$ cat src/core/pd_sink_defines.svh
// Offsets, reset values, field positions and timing figures of the
// sink register bank. Definitions only; included by bare name.
`ifndef PD_SINK_DEFINES_SVH
`define PD_SINK_DEFINES_SVH

// Byte addresses reached through the command byte
`define ADDR_STATUS 8'h1D
`define ADDR_HOTSPOT 8'h22
`define ADDR_OC_LIMIT 8'h23
`define ADDR_OH_LIMIT 8'h24
`define ADDR_DERATE 8'h25
`define ADDR_NTC25 8'h28
`define ADDR_NTC50 8'h2A
`define ADDR_NTC75 8'h2C
`define ADDR_NTC100 8'h2E
`define ADDR_REQUEST 8'h30

// Reset values
`define RST_HOTSPOT 8'h19
`define RST_OC_LIMIT 8'h00
`define RST_OH_LIMIT 8'h78
`define RST_DERATE 8'h78
`define RST_NTC25 16'h2710
`define RST_NTC50 16'h1041
`define RST_NTC75 16'h0788
`define RST_NTC100 16'h03CE

// Status bits and request object layout
`define STAT_READY 0
`define STAT_SUCCESS 1
`define REQ_BYTES 3'h4
`define REQ_RSV_TOP 31
`define REQ_POS_MSB 30
`define REQ_POS_LSB 28
`define REQ_RSV_MSB 27
`define REQ_RSV_LSB 20
`define REQ_PPS_RSV_MSB 8
`define REQ_PPS_RSV_LSB 7

// Slave address; arbitrary value
`define I2C_ADDR 7'h51

// Timing: clock rate, LED periods and keep-alive interval in ms
`define CLK_HZ 200000000
`define MS_CYCLES (`CLK_HZ / 1000)
`define LED_BREATH_MS 4000
`define LED_LEGACY_MS 2000
`define LED_FAULT_MS 600
`define KEEPALIVE_MS 8000

`endif

$ cat src/core/pd_sink_pkg.sv
// Types shared by the sink register bank and its serial slave.
// Assumes the defines header is compiled alongside.
package pd_sink_pkg;

    typedef enum logic [6:0] {
        I_IDLE = 7'h01,
        I_ADDR = 7'h02,
        I_ACKA = 7'h04,
        I_WR = 7'h08,
        I_ACKW = 7'h10,
        I_RD = 7'h20,
        I_ACKR = 7'h40
    } i2c_state_t;

    typedef enum logic [4:0] {
        L_INIT = 5'h01,
        L_CHARGING = 5'h02,
        L_LIGHT_LOAD = 5'h04,
        L_LEGACY = 5'h08,
        L_FAULT = 5'h10
    } led_state_t;

    typedef struct packed {
        logic start;
        logic stop;
        logic wr;
        logic first;
        logic rd;
        logic [7:0] data;
    } i2c_ev_t;

    typedef struct packed {
        logic [7:0] overcurrent_limit;
        logic [7:0] overheat_limit;
        logic [7:0] derate_limit;
        logic [15:0] ntc_ohms_25c;
        logic [15:0] ntc_ohms_50c;
        logic [15:0] ntc_ohms_75c;
        logic [15:0] ntc_ohms_100c;
    } limits_t;

    typedef struct packed {
        i2c_state_t st;
        logic scl_p;
        logic sda_p;
        logic [3:0] cnt;
        logic [7:0] sh;
        logic rw;
        logic acked;
        logic first;
        logic sda_oe;
        i2c_ev_t ev;
    } slave_t;

    typedef struct packed {
        led_state_t led;
        logic [7:0] ptr;
        logic [7:0] hotspot;
        limits_t lim;
        logic [31:0] req_shadow;
        logic [2:0] req_cnt;
        logic [31:0] req;
        logic ready;
        logic success;
        logic neg_start;
        logic hard_reset;
        logic out_en;
        logic pps_pending;
        logic pps_mode;
        logic led_pin;
        logic sda_o;
        logic [31:0] div;
        logic [12:0] ms;
        logic [10:0] pwm;
        logic [13:0] keep;
    } bank_t;

endpackage

$ cat src/core/i2c_byte_slave.sv
// Byte-level serial slave: start/stop detection, address match,
// write bytes out as events, read bytes loaded from rd_data.
// Assumes scl_i and sda_i are already synchronous to clk.
`timescale 1ns/100ps
`include "pd_sink_defines.svh"

module i2c_byte_slave #(
    parameter logic [6:0] DEV_ADDR = `I2C_ADDR
) (
    input wire logic clk, // System clock
    input wire logic sys_rst, // Async reset, high
    input wire logic scl_i, // Serial clock level
    input wire logic sda_i, // Serial data level
    input wire logic [7:0] rd_data, // Byte at current pointer
    output logic sda_oe, // Pull data low while high
    output pd_sink_pkg::i2c_ev_t ev // Byte events, one-cycle pulses
);
    pd_sink_pkg::slave_t q, q_d;
    logic rise, fall;

    assign sda_oe = q.sda_oe;
    assign ev = q.ev;

    always_comb begin
        q_d = q;
        q_d.ev = '0;
        q_d.scl_p = scl_i;
        q_d.sda_p = sda_i;
        rise = scl_i & ~q.scl_p;
        fall = ~scl_i & q.scl_p;
        if (q.scl_p && scl_i && q.sda_p && !sda_i) begin
            q_d.st = pd_sink_pkg::I_ADDR;
            q_d.cnt = 4'h0;
            q_d.sda_oe = 1'b0;
            q_d.first = 1'b1;
            q_d.ev.start = 1'b1;
        end else if (q.scl_p && scl_i && !q.sda_p && sda_i) begin
            q_d.st = pd_sink_pkg::I_IDLE;
            q_d.sda_oe = 1'b0;
            q_d.ev.stop = (q.st != pd_sink_pkg::I_IDLE);
        end else if (rise) begin
            if ((q.st == pd_sink_pkg::I_ADDR || q.st == pd_sink_pkg::I_WR) && q.cnt < 4'h8) begin
                q_d.sh = {q.sh[6:0], sda_i};
                q_d.cnt = q.cnt + 4'h1;
            end
            if (q.st == pd_sink_pkg::I_RD) begin
                q_d.cnt = q.cnt + 4'h1;
            end
            if (q.st == pd_sink_pkg::I_ACKR) begin
                q_d.acked = ~sda_i;
            end
        end else if (fall) begin
            unique case (q.st)
                pd_sink_pkg::I_IDLE: begin
                end
                pd_sink_pkg::I_ADDR: begin
                    if (q.cnt == 4'h8) begin
                        if (q.sh[7:1] == DEV_ADDR) begin
                            q_d.st = pd_sink_pkg::I_ACKA;
                            q_d.sda_oe = 1'b1;
                            q_d.rw = q.sh[0];
                        end else begin
                            q_d.st = pd_sink_pkg::I_IDLE;
                        end
                    end
                end
                pd_sink_pkg::I_ACKA, pd_sink_pkg::I_ACKR: begin
                    if (q.st == pd_sink_pkg::I_ACKR && !q.acked) begin
                        // Master gave no ack: last byte of the read
                        q_d.st = pd_sink_pkg::I_IDLE;
                    end else if (q.rw) begin
                        q_d.sh = rd_data;
                        q_d.ev.rd = 1'b1;
                        q_d.st = pd_sink_pkg::I_RD;
                        q_d.cnt = 4'h0;
                        q_d.sda_oe = ~rd_data[7];
                    end else begin
                        q_d.st = pd_sink_pkg::I_WR;
                        q_d.cnt = 4'h0;
                        q_d.sda_oe = 1'b0;
                    end
                end
                pd_sink_pkg::I_WR: begin
                    if (q.cnt == 4'h8) begin
                        q_d.ev.wr = 1'b1;
                        q_d.ev.data = q.sh;
                        q_d.ev.first = q.first;
                        q_d.first = 1'b0;
                        q_d.sda_oe = 1'b1;
                        q_d.st = pd_sink_pkg::I_ACKW;
                    end
                end
                pd_sink_pkg::I_ACKW: begin
                    q_d.sda_oe = 1'b0;
                    q_d.st = pd_sink_pkg::I_WR;
                    q_d.cnt = 4'h0;
                end
                pd_sink_pkg::I_RD: begin
                    if (q.cnt == 4'h8) begin
                        q_d.sda_oe = 1'b0;
                        q_d.st = pd_sink_pkg::I_ACKR;
                    end else begin
                        q_d.sh = {q.sh[6:0], 1'b0};
                        q_d.sda_oe = ~q.sh[6];
                    end
                end
            endcase
        end
    end

    always_ff @(posedge clk or posedge sys_rst) begin
        if (sys_rst) begin
            q <= '{st: pd_sink_pkg::I_IDLE, scl_p: 1'b1, sda_p: 1'b1, cnt: 4'h0,
                   sh: 8'h00, rw: 1'b0, acked: 1'b0, first: 1'b0, sda_oe: 1'b0,
                   ev: '0};
        end else begin
            q <= q_d;
        end
    end

endmodule

$ cat src/core/pd_sink_i2c_register_bank.sv
// Serial-reachable register bank of a PD sink controller: limits,
// thermistor calibration, request object, status and LED indication.
// Assumes a negotiation engine, protection logic and a temperature
// estimator outside, all synchronous to clk.
//
// Function
// - Hotspot temperature register, resets to 25 degrees
// - Overcurrent limit register, 50 mA per step
// - Overcurrent limit takes negotiated maximum current while still zero
// - Overheat limit register, resets to 120 degrees
// - Derating limit register, resets to 120 degrees
// - Thermistor ohms at 25 and 50 degrees
// - Thermistor ohms at 75 and 100 degrees
// - Two-byte read, low byte first, last unacked
// - Request object written as four bytes, low first
// - Complete request object starts a negotiation
// - Accepted request sets success and ready
// - Rejected request clears success, sets ready
// - Programmable request enters self-renewing supply mode
// - All-zero request sends hard reset
// - Hard reset restores defaults, output off; an accept in the same cycle turns it back on
// - Output switches only after successful negotiation
// - LED off, breathing, or solid by state
// - LED flicker for legacy source or fault
// - Reading status clears it
`timescale 1ns/100ps
`include "pd_sink_defines.svh"

module pd_sink_i2c_register_bank #(
    parameter logic [6:0] DEV_ADDR = `I2C_ADDR,
    parameter int unsigned MS_CYCLES = `MS_CYCLES,
    parameter int unsigned KEEPALIVE_MS = `KEEPALIVE_MS
) (
    input wire logic clk, // System clock, 200 MHz
    input wire logic sys_rst, // Async reset, high
    input wire logic scl_i, // Serial clock level
    input wire logic sda_i, // Serial data level
    output logic sda_o, // Data driven value, always low
    output logic sda_oe, // Data pulled low while high
    input wire logic temp_update, // New hotspot estimate strobe
    input wire logic [7:0] temp_value, // Hotspot estimate, degrees
    input wire logic pdo_is_pps, // Selected object is programmable
    input wire logic [7:0] pdo_max_current, // Selected max current, 50 mA
    input wire logic neg_ok, // Source accepted request strobe
    input wire logic neg_rejected, // Source rejected request strobe
    input wire logic fault_event, // Protection tripped strobe
    input wire logic legacy_source, // Source not PD capable
    input wire logic current_low, // Charging current under 500 mA
    output logic [31:0] request_object, // Request to negotiate
    output logic negotiate_start, // One-cycle negotiation start
    output logic hard_reset_req, // One-cycle hard reset request
    output logic switched_output, // Output enable switch
    output logic pps_mode, // Programmable supply mode
    output logic led_drive_pin, // LED drive
    output pd_sink_pkg::limits_t limits // Thresholds and calibration
);
    pd_sink_pkg::bank_t q, q_d;
    pd_sink_pkg::i2c_ev_t ev;
    logic [7:0] rd_data;
    logic tick;
    logic [12:0] level;
    logic pps_ok;

    localparam logic [12:0] BREATH_MS = 13'(`LED_BREATH_MS);
    localparam logic [12:0] LEGACY_MS = 13'(`LED_LEGACY_MS);
    localparam logic [12:0] FAULT_MS = 13'(`LED_FAULT_MS);
    localparam logic [10:0] PWM_STEPS = 11'(`LED_BREATH_MS / 2);

    function automatic pd_sink_pkg::bank_t defaults();
        pd_sink_pkg::bank_t b;
        b = '0;
        b.led = pd_sink_pkg::L_INIT;
        b.hotspot = `RST_HOTSPOT;
        b.lim.overcurrent_limit = `RST_OC_LIMIT;
        b.lim.overheat_limit = `RST_OH_LIMIT;
        b.lim.derate_limit = `RST_DERATE;
        b.lim.ntc_ohms_25c = `RST_NTC25;
        b.lim.ntc_ohms_50c = `RST_NTC50;
        b.lim.ntc_ohms_75c = `RST_NTC75;
        b.lim.ntc_ohms_100c = `RST_NTC100;
        return b;
    endfunction

    function automatic logic in_request(input logic [7:0] a);
        return a[7:2] == 6'(`ADDR_REQUEST >> 2);
    endfunction

    function automatic logic [12:0] led_period(input pd_sink_pkg::led_state_t s);
        unique case (s)
            pd_sink_pkg::L_LEGACY: return LEGACY_MS;
            pd_sink_pkg::L_FAULT: return FAULT_MS;
            pd_sink_pkg::L_INIT, pd_sink_pkg::L_CHARGING,
            pd_sink_pkg::L_LIGHT_LOAD: return BREATH_MS;
        endcase
    endfunction

    i2c_byte_slave #(
        .DEV_ADDR(DEV_ADDR)
    ) u_slave (
        .clk(clk),
        .sys_rst(sys_rst),
        .scl_i(scl_i),
        .sda_i(sda_i),
        .rd_data(rd_data),
        .sda_oe(sda_oe),
        .ev(ev)
    );

    assign sda_o = q.sda_o;
    assign request_object = q.req;
    assign negotiate_start = q.neg_start;
    assign hard_reset_req = q.hard_reset;
    assign switched_output = q.out_en;
    assign pps_mode = q.pps_mode;
    assign led_drive_pin = q.led_pin;
    assign limits = q.lim;

    // byte at pointer, 16-bit words low byte first
    always_comb begin
        unique case (q.ptr)
            `ADDR_STATUS: rd_data = {6'h00, q.success, q.ready};
            `ADDR_HOTSPOT: rd_data = q.hotspot;
            `ADDR_OC_LIMIT: rd_data = q.lim.overcurrent_limit;
            `ADDR_OH_LIMIT: rd_data = q.lim.overheat_limit;
            `ADDR_DERATE: rd_data = q.lim.derate_limit;
            8'h28: rd_data = q.lim.ntc_ohms_25c[7:0];
            8'h29: rd_data = q.lim.ntc_ohms_25c[15:8];
            8'h2A: rd_data = q.lim.ntc_ohms_50c[7:0];
            8'h2B: rd_data = q.lim.ntc_ohms_50c[15:8];
            8'h2C: rd_data = q.lim.ntc_ohms_75c[7:0];
            8'h2D: rd_data = q.lim.ntc_ohms_75c[15:8];
            8'h2E: rd_data = q.lim.ntc_ohms_100c[7:0];
            8'h2F: rd_data = q.lim.ntc_ohms_100c[15:8];
            // Request object is write-only
            default: rd_data = 8'h00;
        endcase
    end

    always_comb begin
        q_d = q;
        q_d.neg_start = 1'b0;
        q_d.hard_reset = 1'b0;
        q_d.sda_o = 1'b0;
        tick = 1'b0;
        level = 13'h0000;
        pps_ok = 1'b0;

        // estimate tracked from the sensor path
        if (temp_update) begin
            q_d.hotspot = temp_value;
        end

        // read of status clears both bits
        if (ev.rd) begin
            if (q.ptr == `ADDR_STATUS) begin
                q_d.ready = 1'b0;
                q_d.success = 1'b0;
            end
            q_d.ptr = q.ptr + 8'h01;
        end

        if (ev.start) begin
            q_d.req_cnt = 3'h0;
        end

        if (ev.wr) begin
            if (ev.first) begin
                q_d.ptr = ev.data;
                q_d.req_cnt = 3'h0;
            end else begin
                // limits and calibration written byte by byte at the pointer
                unique case (q.ptr)
                    `ADDR_OC_LIMIT: q_d.lim.overcurrent_limit = ev.data;
                    `ADDR_OH_LIMIT: q_d.lim.overheat_limit = ev.data;
                    `ADDR_DERATE: q_d.lim.derate_limit = ev.data;
                    8'h28: q_d.lim.ntc_ohms_25c[7:0] = ev.data;
                    8'h29: q_d.lim.ntc_ohms_25c[15:8] = ev.data;
                    8'h2A: q_d.lim.ntc_ohms_50c[7:0] = ev.data;
                    8'h2B: q_d.lim.ntc_ohms_50c[15:8] = ev.data;
                    8'h2C: q_d.lim.ntc_ohms_75c[7:0] = ev.data;
                    8'h2D: q_d.lim.ntc_ohms_75c[15:8] = ev.data;
                    8'h2E: q_d.lim.ntc_ohms_100c[7:0] = ev.data;
                    8'h2F: q_d.lim.ntc_ohms_100c[15:8] = ev.data;
                    default: begin
                    end
                endcase
                // bytes land low first by address
                if (in_request(q.ptr)) begin
                    q_d.req_shadow[q.ptr[1:0] * 8 +: 8] = ev.data;
                    if (q.req_cnt != `REQ_BYTES) begin
                        q_d.req_cnt = q.req_cnt + 3'h1;
                    end
                end
                q_d.ptr = q.ptr + 8'h01;
            end
        end

        // only a full four-byte write counts, at stop
        if (ev.stop && q.req_cnt == `REQ_BYTES) begin
            q_d.req_cnt = 3'h0;
            if (q.req_shadow == 32'h0000_0000) begin
                // all-zero object is the reset command
                // everything back to defaults, switch off; a neg_ok in the same cycle turns it back on
                q_d = defaults();
                q_d.hard_reset = 1'b1;
            end else begin
                pps_ok = pdo_is_pps && !q.req_shadow[`REQ_RSV_TOP]
                    && q.req_shadow[`REQ_POS_MSB:`REQ_POS_LSB] != 3'h0
                    && q.req_shadow[`REQ_RSV_MSB:`REQ_RSV_LSB] == 8'h00
                    && q.req_shadow[`REQ_PPS_RSV_MSB:`REQ_PPS_RSV_LSB] == 2'h0;
                q_d.req = q.req_shadow;
                q_d.neg_start = 1'b1;
                q_d.pps_pending = pps_ok;
                q_d.keep = 14'h0000;
            end
        end else if (ev.stop) begin
            q_d.req_cnt = 3'h0;
        end

        // Set wins over a read clear in the same cycle
        if (neg_ok) begin
            q_d.ready = 1'b1;
            q_d.success = 1'b1;
            q_d.out_en = 1'b1;
            q_d.pps_mode = q.pps_pending;
            q_d.keep = 14'h0000;
            // negotiated maximum, unless host set a limit
            if (q.lim.overcurrent_limit == 8'h00) begin
                q_d.lim.overcurrent_limit = pdo_max_current;
            end
            q_d.led = current_low ? pd_sink_pkg::L_LIGHT_LOAD : pd_sink_pkg::L_CHARGING;
        end else if (neg_rejected) begin
            // valid but failed, output left as it was
            q_d.ready = 1'b1;
            q_d.success = 1'b0;
        end

        // protection trip holds fault until next success or hard reset
        if (fault_event && !q_d.hard_reset) begin
            q_d.out_en = 1'b0;
            q_d.pps_mode = 1'b0;
            q_d.led = pd_sink_pkg::L_FAULT;
        end

        // charging vs light load, output stays on
        if (q_d.led == pd_sink_pkg::L_CHARGING && current_low) begin
            q_d.led = pd_sink_pkg::L_LIGHT_LOAD;
        end else if (q_d.led == pd_sink_pkg::L_LIGHT_LOAD && !current_low) begin
            q_d.led = pd_sink_pkg::L_CHARGING;
        end
        // legacy source seen while still initialising
        if (q_d.led == pd_sink_pkg::L_INIT && legacy_source) begin
            q_d.led = pd_sink_pkg::L_LEGACY;
            q_d.out_en = 1'b0;
        end

        // Millisecond time base shared by LED and keep-alive
        if (q.div >= MS_CYCLES - 1) begin
            q_d.div = 32'h0000_0000;
            tick = 1'b1;
        end else begin
            q_d.div = q.div + 32'h0000_0001;
        end

        // resend the request before the source gives up
        if (q_d.pps_mode && tick) begin
            if (q.keep >= 14'(KEEPALIVE_MS - 1)) begin
                q_d.keep = 14'h0000;
                q_d.neg_start = 1'b1;
            end else begin
                q_d.keep = q.keep + 14'h0001;
            end
        end

        // Pattern restarts from its start on any state change
        if (q_d.led != q.led) begin
            q_d.ms = 13'h0000;
        end else if (tick) begin
            q_d.ms = (q.ms >= led_period(q.led) - 13'h0001) ? 13'h0000 : q.ms + 13'h0001;
        end
        // Breathing PWM: 2000-step ramp, 10 us frame is well above flicker
        q_d.pwm = (q.pwm >= PWM_STEPS - 11'h001) ? 11'h000 : q.pwm + 11'h001;
        level = (q.ms < BREATH_MS / 2) ? q.ms : BREATH_MS - q.ms;

        unique case (q.led)
            pd_sink_pkg::L_INIT: q_d.led_pin = 1'b0;
            pd_sink_pkg::L_CHARGING: q_d.led_pin = {2'b00, q.pwm} < level;
            pd_sink_pkg::L_LIGHT_LOAD: q_d.led_pin = 1'b1;
            pd_sink_pkg::L_LEGACY: q_d.led_pin = q.ms < LEGACY_MS / 2;
            pd_sink_pkg::L_FAULT: q_d.led_pin = q.ms < FAULT_MS / 2;
        endcase
    end

    always_ff @(posedge clk or posedge sys_rst) begin
        if (sys_rst) begin
            q <= defaults();
        end else begin
            q <= q_d;
        end
    end

endmodule

$ cat config.mk
export PLATFORM = sky130hd
export DESIGN_NAME = pd_sink_i2c_register_bank
export DESIGN_NICKNAME = d
export VERILOG_FILES = /design/src/core/pd_sink_pkg.sv /design/src/core/i2c_byte_slave.sv /design/src/core/pd_sink_i2c_register_bank.sv
export VERILOG_INCLUDE_DIRS = /design/src /design/src/core
export SDC_FILE = /design/constraint.sdc
export NUM_CORES = 1
export LEC_CHECK = 0
export BUFFER_PORTS_ARGS = -buffer_cell sky130_fd_sc_hd__buf_2
export CORE_MARGIN = 8
export CORE_UTILIZATION = 40
export CTS_CLUSTER_SIZE = 10
export DETAILED_ROUTE_END_ITERATION = 8
export GPL_TIMING_DRIVEN = 0
export SLEW_MARGIN = 30
export SYNTH_ARGS = -nofsm -noshare
export SYNTH_HDL_FRONTEND = slang
export SYNTH_SLANG_ARGS = --single-unit
$ cat constraint.sdc
create_clock -name clk -period 8.21 [get_ports clk]
set_clock_uncertainty 0.05 [all_clocks]
set_input_delay 0.4105 -clock clk [delete_from_list [all_inputs] [get_ports clk]]
set_output_delay 0.4105 -clock clk [all_outputs]
set_load 0.005 [all_outputs]
# Yosys cells after proc, flatten, opt, wreduce, memory -nomap -nowiden
# Cells that the tools add are included.
# totals
reg_bits	293
inputBits	27
# op_classes
n_addsub	10
n_mux	120
reduce_logical	54
n_bitwise	10
n_shift	2
eq_ne	48
n_lt_le_gt_ge	9
# ops
op	n
$mux W8	21
$mux W144	1
$mux W141	1
$mux W123	1
$mux W120	1
$pmux W8 S13	1
$eq A8 B6 Y1 const B	12
$mux W13	7
$mux W79	1
$mux W32	2
$mux W59	1
$mux W7	7
$mux W12	4
$mux W11	4
$mux W14	3
$pmux W13 S3	1
$mux W35	1
$pmux W7 S5	1
$neg A5 Y34	1
$shift A8 B34 Y32 const A	1
$shiftx A8 B34 Y32	1
$add A32 B1 Y32 const B	1
$bwmux W32	1
$ge A32 B18 Y1 const B	1
70 further kinds	177

# Longest topological paths before layout
# Gate-level depths: netlist of the first run.
# logic_depth
ltp_word	24
mapped_depth	15

# Cells and area by module
# Synthesis of the first run repeated with hierarchy kept, for this count alone.
# unflattened
hier_cells	1728
hier_area_um2	15917.8
# by_module_without_submodules
module	cells_per_inst	area_per_inst_um2	n_inst
pd_sink_i2c_register_bank	1516	13710.6	1
i2c_byte_slave	212	2207.1	1

# Worst setup path before layout of the first run
# Ideal clock, no wire load.
# synth_path
path_kind	register to register
startpoint	register q[32] (netlist bit)
endpoint	register q, in the netlist led_drive_pin
t_arrival_ns	2.858
required_ns	8.095
path_stages_with_launch	16
synth_period_minus_slack_ns	2.973
path_slack_ns	5.237
setup_time_ns	0.065
path_cell_list	dfrtp_1 clkbuf_1 and3_1 nand2_1 nor2_1 nor3_1 nor2_1 xnor2_1 ha_1 a21o_1 a21oi_1 nand4_1 o21ai_0 nand2_1 o211ai_1 a31o_2
# synth_rtl
element	line	source
start: declaration	pd_sink_i2c_register_bank.sv:57	pd_sink_pkg::bank_t q, q_d;
start signal: assignment	pd_sink_i2c_register_bank.sv:296	q <= defaults();
start signal: assignment	pd_sink_i2c_register_bank.sv:298	q <= q_d;

# Final worst setup path of the first run
# layout_path
startpoint	register q[250] (netlist bit)
endpoint	register q[29] (netlist bit)
# layout_between
elab_chain_cells	14
elab_cells_between_ends	31
classes_between	1 x add/sub; 1 x order compare; 9 x eq/ne; 13 x mux; 7 x reduce/logical
# layout_lines
element
parallel branches: the longest is 14 deep, another holds $sub A13 B1 Y13
# Parallel ways; which one is timed is not known. The select of a mux whose other input is x is not followed.
# A chain may end at the register's enable or synchronous reset.

==> results of run 1 <==
## cells by family (layout without fill, tap and decap cells)
group / after synthesis / count (layout) / share of synthesized area [%]
simple gates: 703 / 703 / 21.57
compound gates: 328 / 328 / 13.53
flops: 292 / 292 / 46.26
buf+inv: 248 / 477 / 9.016
mux: 77 / 77 / 4.914
xor+xnor: 36 / 36 / 1.984
fa+ha+maj: 34 / 34 / 2.677
other cells: 2 / 20 / 0.04727
## layout by cell type, fill, tap and decap left out, types with 40 or more instances in the layout
| cell type | Yosys | routed |
|---|---|---|
| o21ai_0 | 44 | 44 |
| mux2i_1 | 69 | 69 |
| clkbuf_1 | 70 | 92 |
| a21oi_1 | 113 | 113 |
| nor2_1 | 139 | 139 |
| dfrtp_1 | 257 | 257 |
| nor3_1 | 42 | 40 |
| buf_2 | 11 | 162 |
| nand3_1 | 142 | 142 |
| buf_4 | 122 | 122 |
| nand2_1 | 216 | 216 |
## metrics by stage
stage	instances	hold WS (ps)	area, um^2	setup WS (ps)
after CTS	2489	44.36	18760	4732
after detailed placement	2423	415.7	17660	4747
after global placement	2411	417.8	17360	2028
after global routing	2491	58.50	18770	4358
final	2492	63.17	18770	4684
after floorplan	1735	365.0	15950	3903
## power by group through the flow
stage          Clock (mW)  Combinational (mW)  Sequential [mW]
2_1_floorplan           0               0.150             1.52
3_3_place_gp            0               0.205             1.53
3_5_place_dp            0               0.227             1.53
4_1_cts              1.51               0.229             1.51
5_1_grt              1.56               0.257             1.51
6_report             1.47               0.227             1.51
## per-layer routing
layer  share of wire, %  global-route usage [%]
met4                2.8                   6.741
met3                8.4                   5.253
met2                 45                   30.80
met5                  0                       0
met1                 44                   27.38
## layout make-up
cell class	count	area share, %
clock inverter	3	0.2267
antenna	3	0.04000
timing repair buffer	166	5.707
clock buffer	60	5.447
sequential	292	39.17
tap	525	3.500
inverter	31	0.6400
multi-input combinational	1195	38.26
buffer	217	7.013
## worst max-delay path by stage
stage | cells past startpoint | to | start
after detailed placement | 15 | led_drive_pin$_DFF_PP0_ | q[32]$_DFFE_PP0P_
after global routing | 12 | q[29]$_DFFE_PP0P_ | q[250]$_DFF_PP1_
after floorplan | 1 | hard_reset_req$_DFF_PP0_ | sys_rst
after global placement | 2 | request_object[3]$_DFFE_PP0N_ | sys_rst
after CTS | 15 | led_drive_pin$_DFF_PP0_ | q[32]$_DFFE_PP0P_
final | 10 | q[29]$_DFFE_PP0P_ | q[250]$_DFF_PP1_
## worst max-delay path: stages, from the launching register on
cell      delay [ps]
dfstp_2          510
clkbuf_1         310
xor2_1           170
o21ai_0           80
nor3_1           500
inv_1            100
ha_1             310
a211oi_1         360
nand3_1          380
or3_1            460
a31oi_1          200
## state kept, by name, summed over array words and instances (netlist names), 13 cells and up
| name | cells |
|---|---|
| request_object | 32 |
| q | 129 |
| u_slave.q | 24 |
| limits | 88 |
| u_slave.ev | 13 |
==> results.py, run 1 <==
metrics = {
    "setup_path": {
        "crit_path_start_kind": "flip-flop",
        "r2r-end": "q[29]$_DFFE_PP0P_",
        "crit_fanout": 10,
        "timing_worst_setup_path_type": "flip-flop to flip-flop",
        "ff2ff_path_depth": 10,
        "r2r_setup_slack_ps": 4680,
        "endpoint_kind": "flip-flop",
        "arrival_ps": 3890,
        "reg2reg_from": "q[250]$_DFF_PP1_",
        "required_ps": 8580,
    },
    "cells_and_area": {
        "area.sequential_um2": 7351,
        "final_net_count": 2000,
        "multi_input_area_um2": 7181,
        "area.growth.synth_to_final_pct": 18.12,
        "drive_above_1_share_pct": 21.84,
        "post-route-util_pct": 47.56,
        "fill_cells": 3831,
    },
    "synthesis": {
        "synth.most_common_cell": "dfrtp_1",
        "netlist_area_um2": 15890,
        "synth.distinct_cells": 85,
        "async_reset_ff_share_pct": 100.0,
        "synth_seq_cells": 292,
        "yosys_warnings": 0,
        "ys_top_cells_by_count": "257 x dfrtp_1, 216 x nand2_1, 142 x nand3_1, 139 x nor2_1, 122 x buf_4",
        "synth_area_per_cell_um2": 9.238,
        "synth_ff_type": "dfrtp_1",
        "synth-edff-count": 0,
        "synthCells": 1720,
        "seq_area_frac_synth_pct": 46.26,
        "yosys.area.top_type": "dfrtp_1",
        "synthTopCellsByArea": "dfrtp_1 40%, dfstp_2 5.8%, buf_4 5.8%, nand2_1 5.1%, nand3_1 4.5%",
        "synth_top_area_share_pct": 40.48,
    },
    "timing": {
        "finalHoldViolations": 0,
        "min_period_ps": 3526,
        "slew_headroom_pct": 38.51,
        "setup_viol": 0,
        "worst_pin_slew_ps": 915.2,
        "fmax_mhz": 283.6,
        "timing_max_transition_violations_final": 0,
        "rsz0062_at_grt": "false",
        "final.setup.tns_ps": 0,
        "fin_crit_sh_pct": 42.95,
    },
    "power_and_ir_drop": {
        "pwr-share-clk_pct": 45.9,
        "ir_drop_uv": 111.7,
        "p_leak_nw": 8.933,
        "power.switching_mw": 0.7667,
        "power.sequential.fraction_pct": 47.1,
        "p_int_mw": 2.439,
        "comb_power_share_pct": 7.1,
        "p_total_mw": 3.206,
        "p_sw_share_pct": 23.92,
        "powerDensity_nw_per_um2": 170.8,
    },
    "floorplanning": {
        "dieArea_um2": 46360,
        "core_area_um2": 39460,
        "die_x_um": 215.3,
        "start_util_pct": 40.27,
        "die_h_um": 215.3,
        "rows": 73,
        "io_pins": 154,
    },
    "clocking": {
        "clkTransAtPathRegs_ps": 60,
        "cts_tree": "done",
        "cts-hold-fix-buffers": 3,
        "cts-root-buf": "clkbuf_16",
        "cts_max_path_buffers": 3,
        "clock_latency_ps": 530,
        "cts_sinks": 292,
        "htree_num_levels": 2,
        "post_cts_resized": 0,
        "post_cts_buffers": 0,
        "cts_buffers": 36,
    },
    "detailed_routing": {
        "first_pass_iters": 5,
        "wirelength_mm": 48.13,
        "drt-vias-per-instance": 5.486,
        "routedWlPerCell_um": 19.31,
        "antenna_left": 0,
        "drtIter0Drc": 1095,
        "remaining_drc_errors": 0,
        "vias": 13671,
    },
    "grt": {
        "grt_pass1_wl_mm": 76.14,
        "grt_max_degree": 29,
        "grtUsageTotal_pct": 20.12,
        "grt-ovfl-total": 0,
        "grt_pass1_vias": 13437,
        "antenna_found_initial": 4,
    },
    "job": {
        "maxCapViolCount": 0,
    },
    "placement": {
        "place_congestion": 0.9536,
        "dpl.hpwl_mm": 35.50,
        "place.port_buffers": 151,
    },
    "min_path": {
        "hold_path_end": "q[238]$_DFF_PP1_",
        "min-delay-start": "temp_value[4]",
        "hp-class": "input pin to flip-flop",
        "min_path_cells": 3,
    },
    "outcome": {
        "status": "finished clean",
    },
}
No activity file was read; power rests on OpenSTA's default activity.
==> run 2, diff against run 1 <==
clock period = 3.04 ns   (was 8.21 ns; I/O delays follow)
==> run 2 against run 1 <==
Sequential share of layout area down 0.71 points. Die area did not move. Register-to-register slack got worse by 4500 ps. Sequential cell count did not move. Critical path depth down 2. Wire length grew 0.55%. Count of clock-buffer cells in the layout is the same. Fmax rose by 22%. Worst hold slack better by 33 ps. Power grew to 2.7 times the previous value. Global-route usage up 0.094 points. Setup slack got worse by 4500 ps. Critical endpoint is now u_slave.q[18]$_DFFE_PP0P_.
==> results.py, run 2 (synthesis gave the netlist of run 1 again) <==
metrics = {
    "cells_and_area": {
        "area.growth.synth_to_final_pct": 20.32,
        "final_common_cell": "dfrtp_1",
        "post-route-util_pct": 48.45,
        "top_register": "q",
        "most-common-layout-cells": "256 x dfrtp_1, 215 x nand2_1, 163 x buf_2",
        "drive_above_1_share_pct": 22.95,
        "design_area_um2": 19120,
        "final_net_count": 2027,
        "area.sequential_um2": 7352,
        "largest_register_ff_count": 129,
        "fill_cells": 3788,
        "multi_input_area_um2": 7241,
    },
    "setup_path": {
        "crit_buf_inv": 3,
        "crit_path_start_kind": "flip-flop",
        "arrival_ps": 3230,
        "cpMostUsedCell": "a21oi_1",
        "slowest_delay_ps": 520,
        "crit_chain": "clkbuf_2, buf_2, clkbuf_1, nand3_1, a21oi_1, nand4b_1, a21oi_1, o31ai_1",
        "timing_worst_setup_path_type": "flip-flop to flip-flop",
        "crit_family": "buffers and inverters",
        "crit_fanout": 10,
        "endpoint_kind": "flip-flop",
        "required_ps": 3390,
        "slowest_stage": "clkbuf_1",
    },
    "floorplanning": {
        "die_h_um": 215.3,
        "dieArea_um2": 46360,
        "die_x_um": 215.3,
        "io_pins": 154,
        "rows": 73,
        "core_area_um2": 39460,
        "start_util_pct": 40.27,
    },
    "timing": {
        "setup_viol": 0,
        "min_period_ps": 2879,
        "timing_max_transition_violations_final": 0,
        "finalHoldViolations": 0,
        "worst_pin_slew_ps": 953.8,
        "slew_headroom_pct": 35.93,
        "hold-worst-slack_ps": 96.02,
        "fmax_mhz": 347.4,
        "fin_crit_sh_pct": 94.70,
        "setup_ws_ps": 161.1,
        "final.setup.tns_ps": 0,
    },
    "outcome": {
        "status": "finished clean",
    },
    "clocking": {
        "htree_num_levels": 2,
        "clkTransAtPathRegs_ps": 60,
        "cts_buffers": 36,
        "cts_max_path_buffers": 3,
        "cts_tree": "done",
        "clock_latency_ps": 530,
        "cts-root-buf": "clkbuf_16",
        "cts_sinks": 292,
    },
    "grt": {
        "grt_pass1_vias": 13548,
        "grtUsageTotal_pct": 20.21,
        "antenna_found_initial": 2,
        "grt-ovfl-total": 0,
        "grt_pass1_wl_mm": 76.52,
        "grt_max_degree": 29,
    },
    "job": {
        "maxCapViolCount": 0,
    },
    "detailed_routing": {
        "remaining_drc_errors": 0,
        "routedWlPerCell_um": 19.22,
        "wirelength_mm": 48.39,
        "first_pass_iters": 6,
        "antenna_left": 0,
        "vias": 13824,
        "drtIter0Drc": 1117,
        "drt-vias-per-instance": 5.490,
    },
    "placement": {
        "post_dp_cell_area_um2": 17660,
        "dpl.hpwl_mm": 35.50,
        "place.port_buffers": 151,
        "pre_cts_ws_ps": -422.5,
        "place_congestion": 0.9536,
    },
    "power_and_ir_drop": {
        "ir_drop_uv": 302.7,
        "powerDensity_nw_per_um2": 455.1,
        "p_leak_nw": 9.109,
    },
    "min_path": {
        "hp-class": "input pin to flip-flop",
    },
}
[run 2: changes by cell type in the layout (fill, tap and decap cells not counted), sizes merged]
cell / change
diode: -1
buf: +10
dlygate4sd3: +22
clkbuf: -5
[run 2: path summary, 6_finish.rpt]
path | startpoint | to | slack [ps] | cells after the start
worst min-delay path | temp_update | q[237]$_DFF_PP1_ | 100 | 3
worst max register to register | q[245]$_DFF_PP0_ | u_slave.q[18]$_DFFE_PP0P_ | 160 | 8
min in group asynchronous | sys_rst | q[68]$_DFF_PP0_ | 200 | 3
max in group asynchronous | sys_rst | q[119]$_DFF_PP0_ | 1430 | 8
worst min register to register | q[38]$_DFF_PP0_ | q[38]$_DFF_PP0_ | 430 | 1
worst max-delay path | q[245]$_DFF_PP0_ | u_slave.q[18]$_DFFE_PP0P_ | 160 | 8
[run 2: area by class of cell]
| type | instances | share of cell area (%) |
|---|---|---|
| Antenna cell | 2 | 0.02618 |
| Buffer | 212 | 6.839 |
| Clock buffer | 60 | 5.347 |
| Clock inverter | 3 | 0.2225 |
| Inverter | 31 | 0.6283 |
| Multi-Input combinational cell | 1195 | 37.88 |
| Sequential cell | 292 | 38.46 |
| Tap cell | 525 | 3.436 |
| Timing Repair Buffer | 198 | 7.167 |
[run 2: report_power, final]
group / leakage [nW] / switching, mW / internal, mW / total, mW
sequential: 3.83 / 0.0989 / 3.99 / 4.08
clock: 0.507 / 1.61 / 2.36 / 3.98
combinational: 4.77 / 0.377 / 0.261 / 0.638
[run 2: tightest hold or removal path: cells and delay by family]
family | cells | cell delay (ps)
buf+inv | 1 | 240
mux | 1 | 180
simple gates | 1 | 60
[run 2: metrics by stage]
step                      std cells  total power [mW]
after floorplan                1735             4.514
after global placement         2411             4.693
after detailed placement       2423             4.753
after CTS                      2511             8.791
after global routing           2516             9.036
final                          2518             8.701
[run 2: routing by layer]
metal,global-route usage [%],part of all wire (%),vias up
met1,27.35,44,6757
li1,-,-,6450
met4,6.128,2.6,0
met3,5.295,8.3,87
met2,31.41,45,530
met5,0,0,-
[run 2: timing repair]
item | CTS | global route
pin swaps | 1 | 6
endpoints found under the hold margin | 50 | 0
hold buffers | 25 | 0
buffers inserted | 2 | 8
resized for setup | 7 | 24
endpoints found under the setup margin | 67 | 45
==> run 3, diff against run 2 <==
ABC_AREA = 1   (was unset)
BUFFER_PORTS_ARGS = -buffer_cell sky130_fd_sc_hd__buf_4   (was -buffer_cell sky130_fd_sc_hd__buf_2)
==> run 3 against run 2 <==
Area after synthesis fell by 2.1%. Register-to-register slack got worse by 80 ps. Non-clock buffer count fell by 17. Clock power rose by 1%. Critical path depth rose by 15. Wire length fell by 4.8%. Sequential share of layout area fell by 0.50 points. Cell area rose by 1.4%. First-iteration DRC count rose by 19%. Setup slack got worse by 84 ps.
==> results.py, run 3 <==
metrics = {
    "outcome": {
        "status": "finished clean",
    },
    "detailed_routing": {
        "vias": 13824,
        "routedWlPerCell_um": 17.20,
        "remaining_drc_errors": 0,
        "antenna_left": 0,
        "drtIter0Drc": 1331,
        "wirelength_mm": 46.05,
        "first_pass_iters": 6,
        "drt-vias-per-instance": 5.164,
    },
    "setup_path": {
        "crit_fanout": 5,
        "timing_worst_setup_path_type": "flip-flop to flip-flop",
        "crit_path_start_kind": "flip-flop",
        "required_ps": 3450,
        "arrival_ps": 3370,
        "endpoint_kind": "flip-flop",
    },
    "synthesis": {
        "synth.distinct_cells": 54,
        "synth_top_area_share_pct": 41.34,
        "synthCells": 1872,
        "synth_adder_area_share_pct": 2.734,
        "synth-simple-area-share_pct": 17.03,
        "synthMuxAreaShare_pct": 0.06434,
        "synth-edff-count": 0,
        "synth_ff_type": "dfrtp_1",
        "yosys.area.top_type": "dfrtp_1",
        "seq_area_frac_synth_pct": 47.25,
        "synth_top_family_by_area": "simple AND/OR/NAND/NOR gates",
        "async_reset_ff_share_pct": 100.0,
        "netlist_area_um2": 15560,
        "synthTopCellsByArea": "dfrtp_1 41%, nand2_1 6.9%, inv_1 6.4%, dfstp_2 5.9%, buf_4 5.8%",
        "synth_compound_area_share_pct": 16.59,
        "ys_top_cells_by_count": "287 x nand2_1, 267 x inv_1, 257 x dfrtp_1, 154 x o21ai_0, 147 x nor2_1",
        "synth_xor_area_share_pct": 2.196,
        "yosys_warnings": 0,
        "synth_seq_cells": 292,
        "synth_area_per_cell_um2": 8.311,
        "synth.most_common_cell": "nand2_1",
    },
    "floorplanning": {
        "die_h_um": 213.2,
        "core_area_um2": 38560,
        "rows": 72,
        "start_util_pct": 40.35,
        "io_pins": 154,
        "dieArea_um2": 45460,
        "die_x_um": 213.2,
    },
    "timing": {
        "finalHoldViolations": 0,
        "slew_headroom_pct": 38.94,
        "timing_max_transition_violations_final": 0,
        "worst_pin_slew_ps": 915.9,
        "fmax_mhz": 337.5,
        "fin_crit_sh_pct": 97.47,
        "setup_viol": 0,
        "rsz0062_at_grt": "true",
        "min_period_ps": 2963,
        "final.setup.tns_ps": 0,
    },
    "placement": {
        "placed_cells": 2568,
        "place_congestion": 0.9014,
        "dpl.hpwl_mm": 33.83,
        "place.port_buffers": 151,
    },
    "cells_and_area": {
        "post-route-util_pct": 50.27,
        "area.growth.synth_to_final_pct": 24.58,
        "fill_cells": 3705,
        "drive_above_1_share_pct": 20.62,
        "final_common_cell": "buf_4",
        "instances_no_fill": 2677,
        "most-common-layout-cells": "288 x buf_4, 286 x nand2_1, 264 x inv_1",
        "largest_register_ff_count": 129,
        "top_register": "q",
        "final_net_count": 2194,
    },
    "power_and_ir_drop": {
        "ir_drop_uv": 315.7,
        "p_leak_nw": 9.279,
        "powerDensity_nw_per_um2": 497.1,
    },
    "grt": {
        "antenna_found_initial": 2,
        "met1_usage_pct": 28.93,
        "use_met2_pct": 31.19,
        "grtUsageTotal_pct": 20.32,
        "grt_pass1_wl_mm": 74.04,
        "met3_usage_pct": 4.124,
        "grt_max_degree": 30,
        "grt-ovfl-total": 0,
        "grt-busiest-layer": "met2",
        "grt_pass1_vias": 13637,
    },
    "clocking": {
        "clock_latency_ps": 530,
        "cts-root-buf": "clkbuf_16",
        "cts_max_path_buffers": 3,
        "htree_num_levels": 2,
        "cts_buffers": 36,
        "cts_sinks": 292,
        "cts_tree": "done",
        "clkTransAtPathRegs_ps": 50,
    },
    "job": {
        "maxCapViolCount": 0,
    },
    "min_path": {
        "hp-class": "input pin to flip-flop",
    },
}
run 3: changes by cell type in the layout (fill, tap and decap cells not counted), moves of 28 or more:
| cell | delta |
|---|---|
| a22o_1 | -28 |
| buf_2 | -162 |
| buf_4 | +156 |
| inv_1 | +234 |
| mux2i_1 | -67 |
| nand2_1 | +71 |
| nand3_1 | -65 |
| o21ai_0 | +108 |
| o22ai_1 | +30 |
run 3: area by class of cell:
class | instances | area [um^2] | area share, %
Sequential cell | 292 | 7357 | 37.96
Multi-Input combinational cell | 1139 | 6241 | 32.20
Timing Repair Buffer | 211 | 1838 | 9.484
Buffer | 182 | 1176 | 6.068
Clock buffer | 61 | 1076 | 5.552
Inverter | 271 | 1025 | 5.287
Tap cell | 518 | 648.1 | 3.344
Clock inverter | 2 | 17.52 | 0.09038
Antenna cell | 1 | 2.502 | 0.01291
run 3: layer usage:
| metal | wire [um] | part of all wire [%] |
|---|---|---|
| met2 | 20420 | 44 |
| met3 | 3420 | 7.4 |
| met1 | 21150 | 46 |
| met4 | 1052 | 2.3 |
| met5 | 0 | 0 |
run 3: cells by family (layout without fill, tap and decap cells):
| logic type | after synthesis | in the layout |
|---|---|---|
| XOR/XNOR | 39 | 39 |
| adder cells (fa/ha/maj) | 34 | 34 |
| multiplexers | 1 | 1 |
| buffers and inverters | 456 | 727 |
| other | 2 | 18 |
| AO/OA/AOI/OAI | 430 | 430 |
| AND/OR/NAND/NOR | 618 | 618 |
| flip-flops | 292 | 292 |
run 3: where the power goes:
part           switching (mW)  internal [mW]  total, mW
clock                    1.62           2.40       4.02
sequential              0.222           4.12       4.34
combinational           0.756          0.516       1.27
run 3: worst paths after layout:
path	from	to	slack, ps	depth (start not counted)
max	q[253]$_DFF_PP0_	q[32]$_DFFE_PP0P_	80	23
min	legacy_source	q[253]$_DFF_PP0_	30	5
max reg2reg	q[253]$_DFF_PP0_	q[32]$_DFFE_PP0P_	80	23
min reg2reg	q[38]$_DFF_PP0_	q[38]$_DFF_PP0_	430	1
max in group asynchronous	sys_rst	limits[7]$_DFF_PP1_	1710	7
min in group asynchronous	sys_rst	request_object[11]$_DFFE_PP0N_	90	3
run 3: timing repair:
item / in CTS / in global routing
buffers inserted: 2 / 14
hold buffers: 31 / 0
resized for setup: 9 / 47
endpoints found under the hold margin: 132 / 0
setup endpoints to repair: 28 / 62
pin swaps: 0 / 17
cloned: 0 / 1
run 3: worst max-delay path, cell delays in order (launching register included):
cell	delay [ps]
dfrtp_1	410
nor2_2	130
inv_2	50
nor2_1	100
inv_1	70
nor3_2	140
inv_1	60
nand2_1	70
nor2_2	50
inv_1	70
nor2_1	50
ha_1	340
a21oi_1	140
nand2_1	60
nand3_1	70
nand2_1	60
nand3_2	60
a21oi_2	50
o21ai_1	130
nand4_1	190
nor2_2	250
buf_6	150
nand3_1	90
nand2_1	70
run 3: metrics by stage:
| step | power [mW] | cell area [um^2] | hold slack (ps) | setup WS (ps) |
|---|---|---|---|---|
| global route | 10.10 | 19380 | 82.92 | -200.1 |
| CTS | 9.676 | 19110 | 1.259 | 1.020 |
| finish | 9.633 | 19380 | 25.09 | 76.96 |
| floorplan | 5.115 | 15620 | 106.5 | -1009 |
| detailed placement | 5.559 | 17660 | 66.89 | -682.5 |
| global placement | 5.493 | 17400 | 239.9 | -2840 |
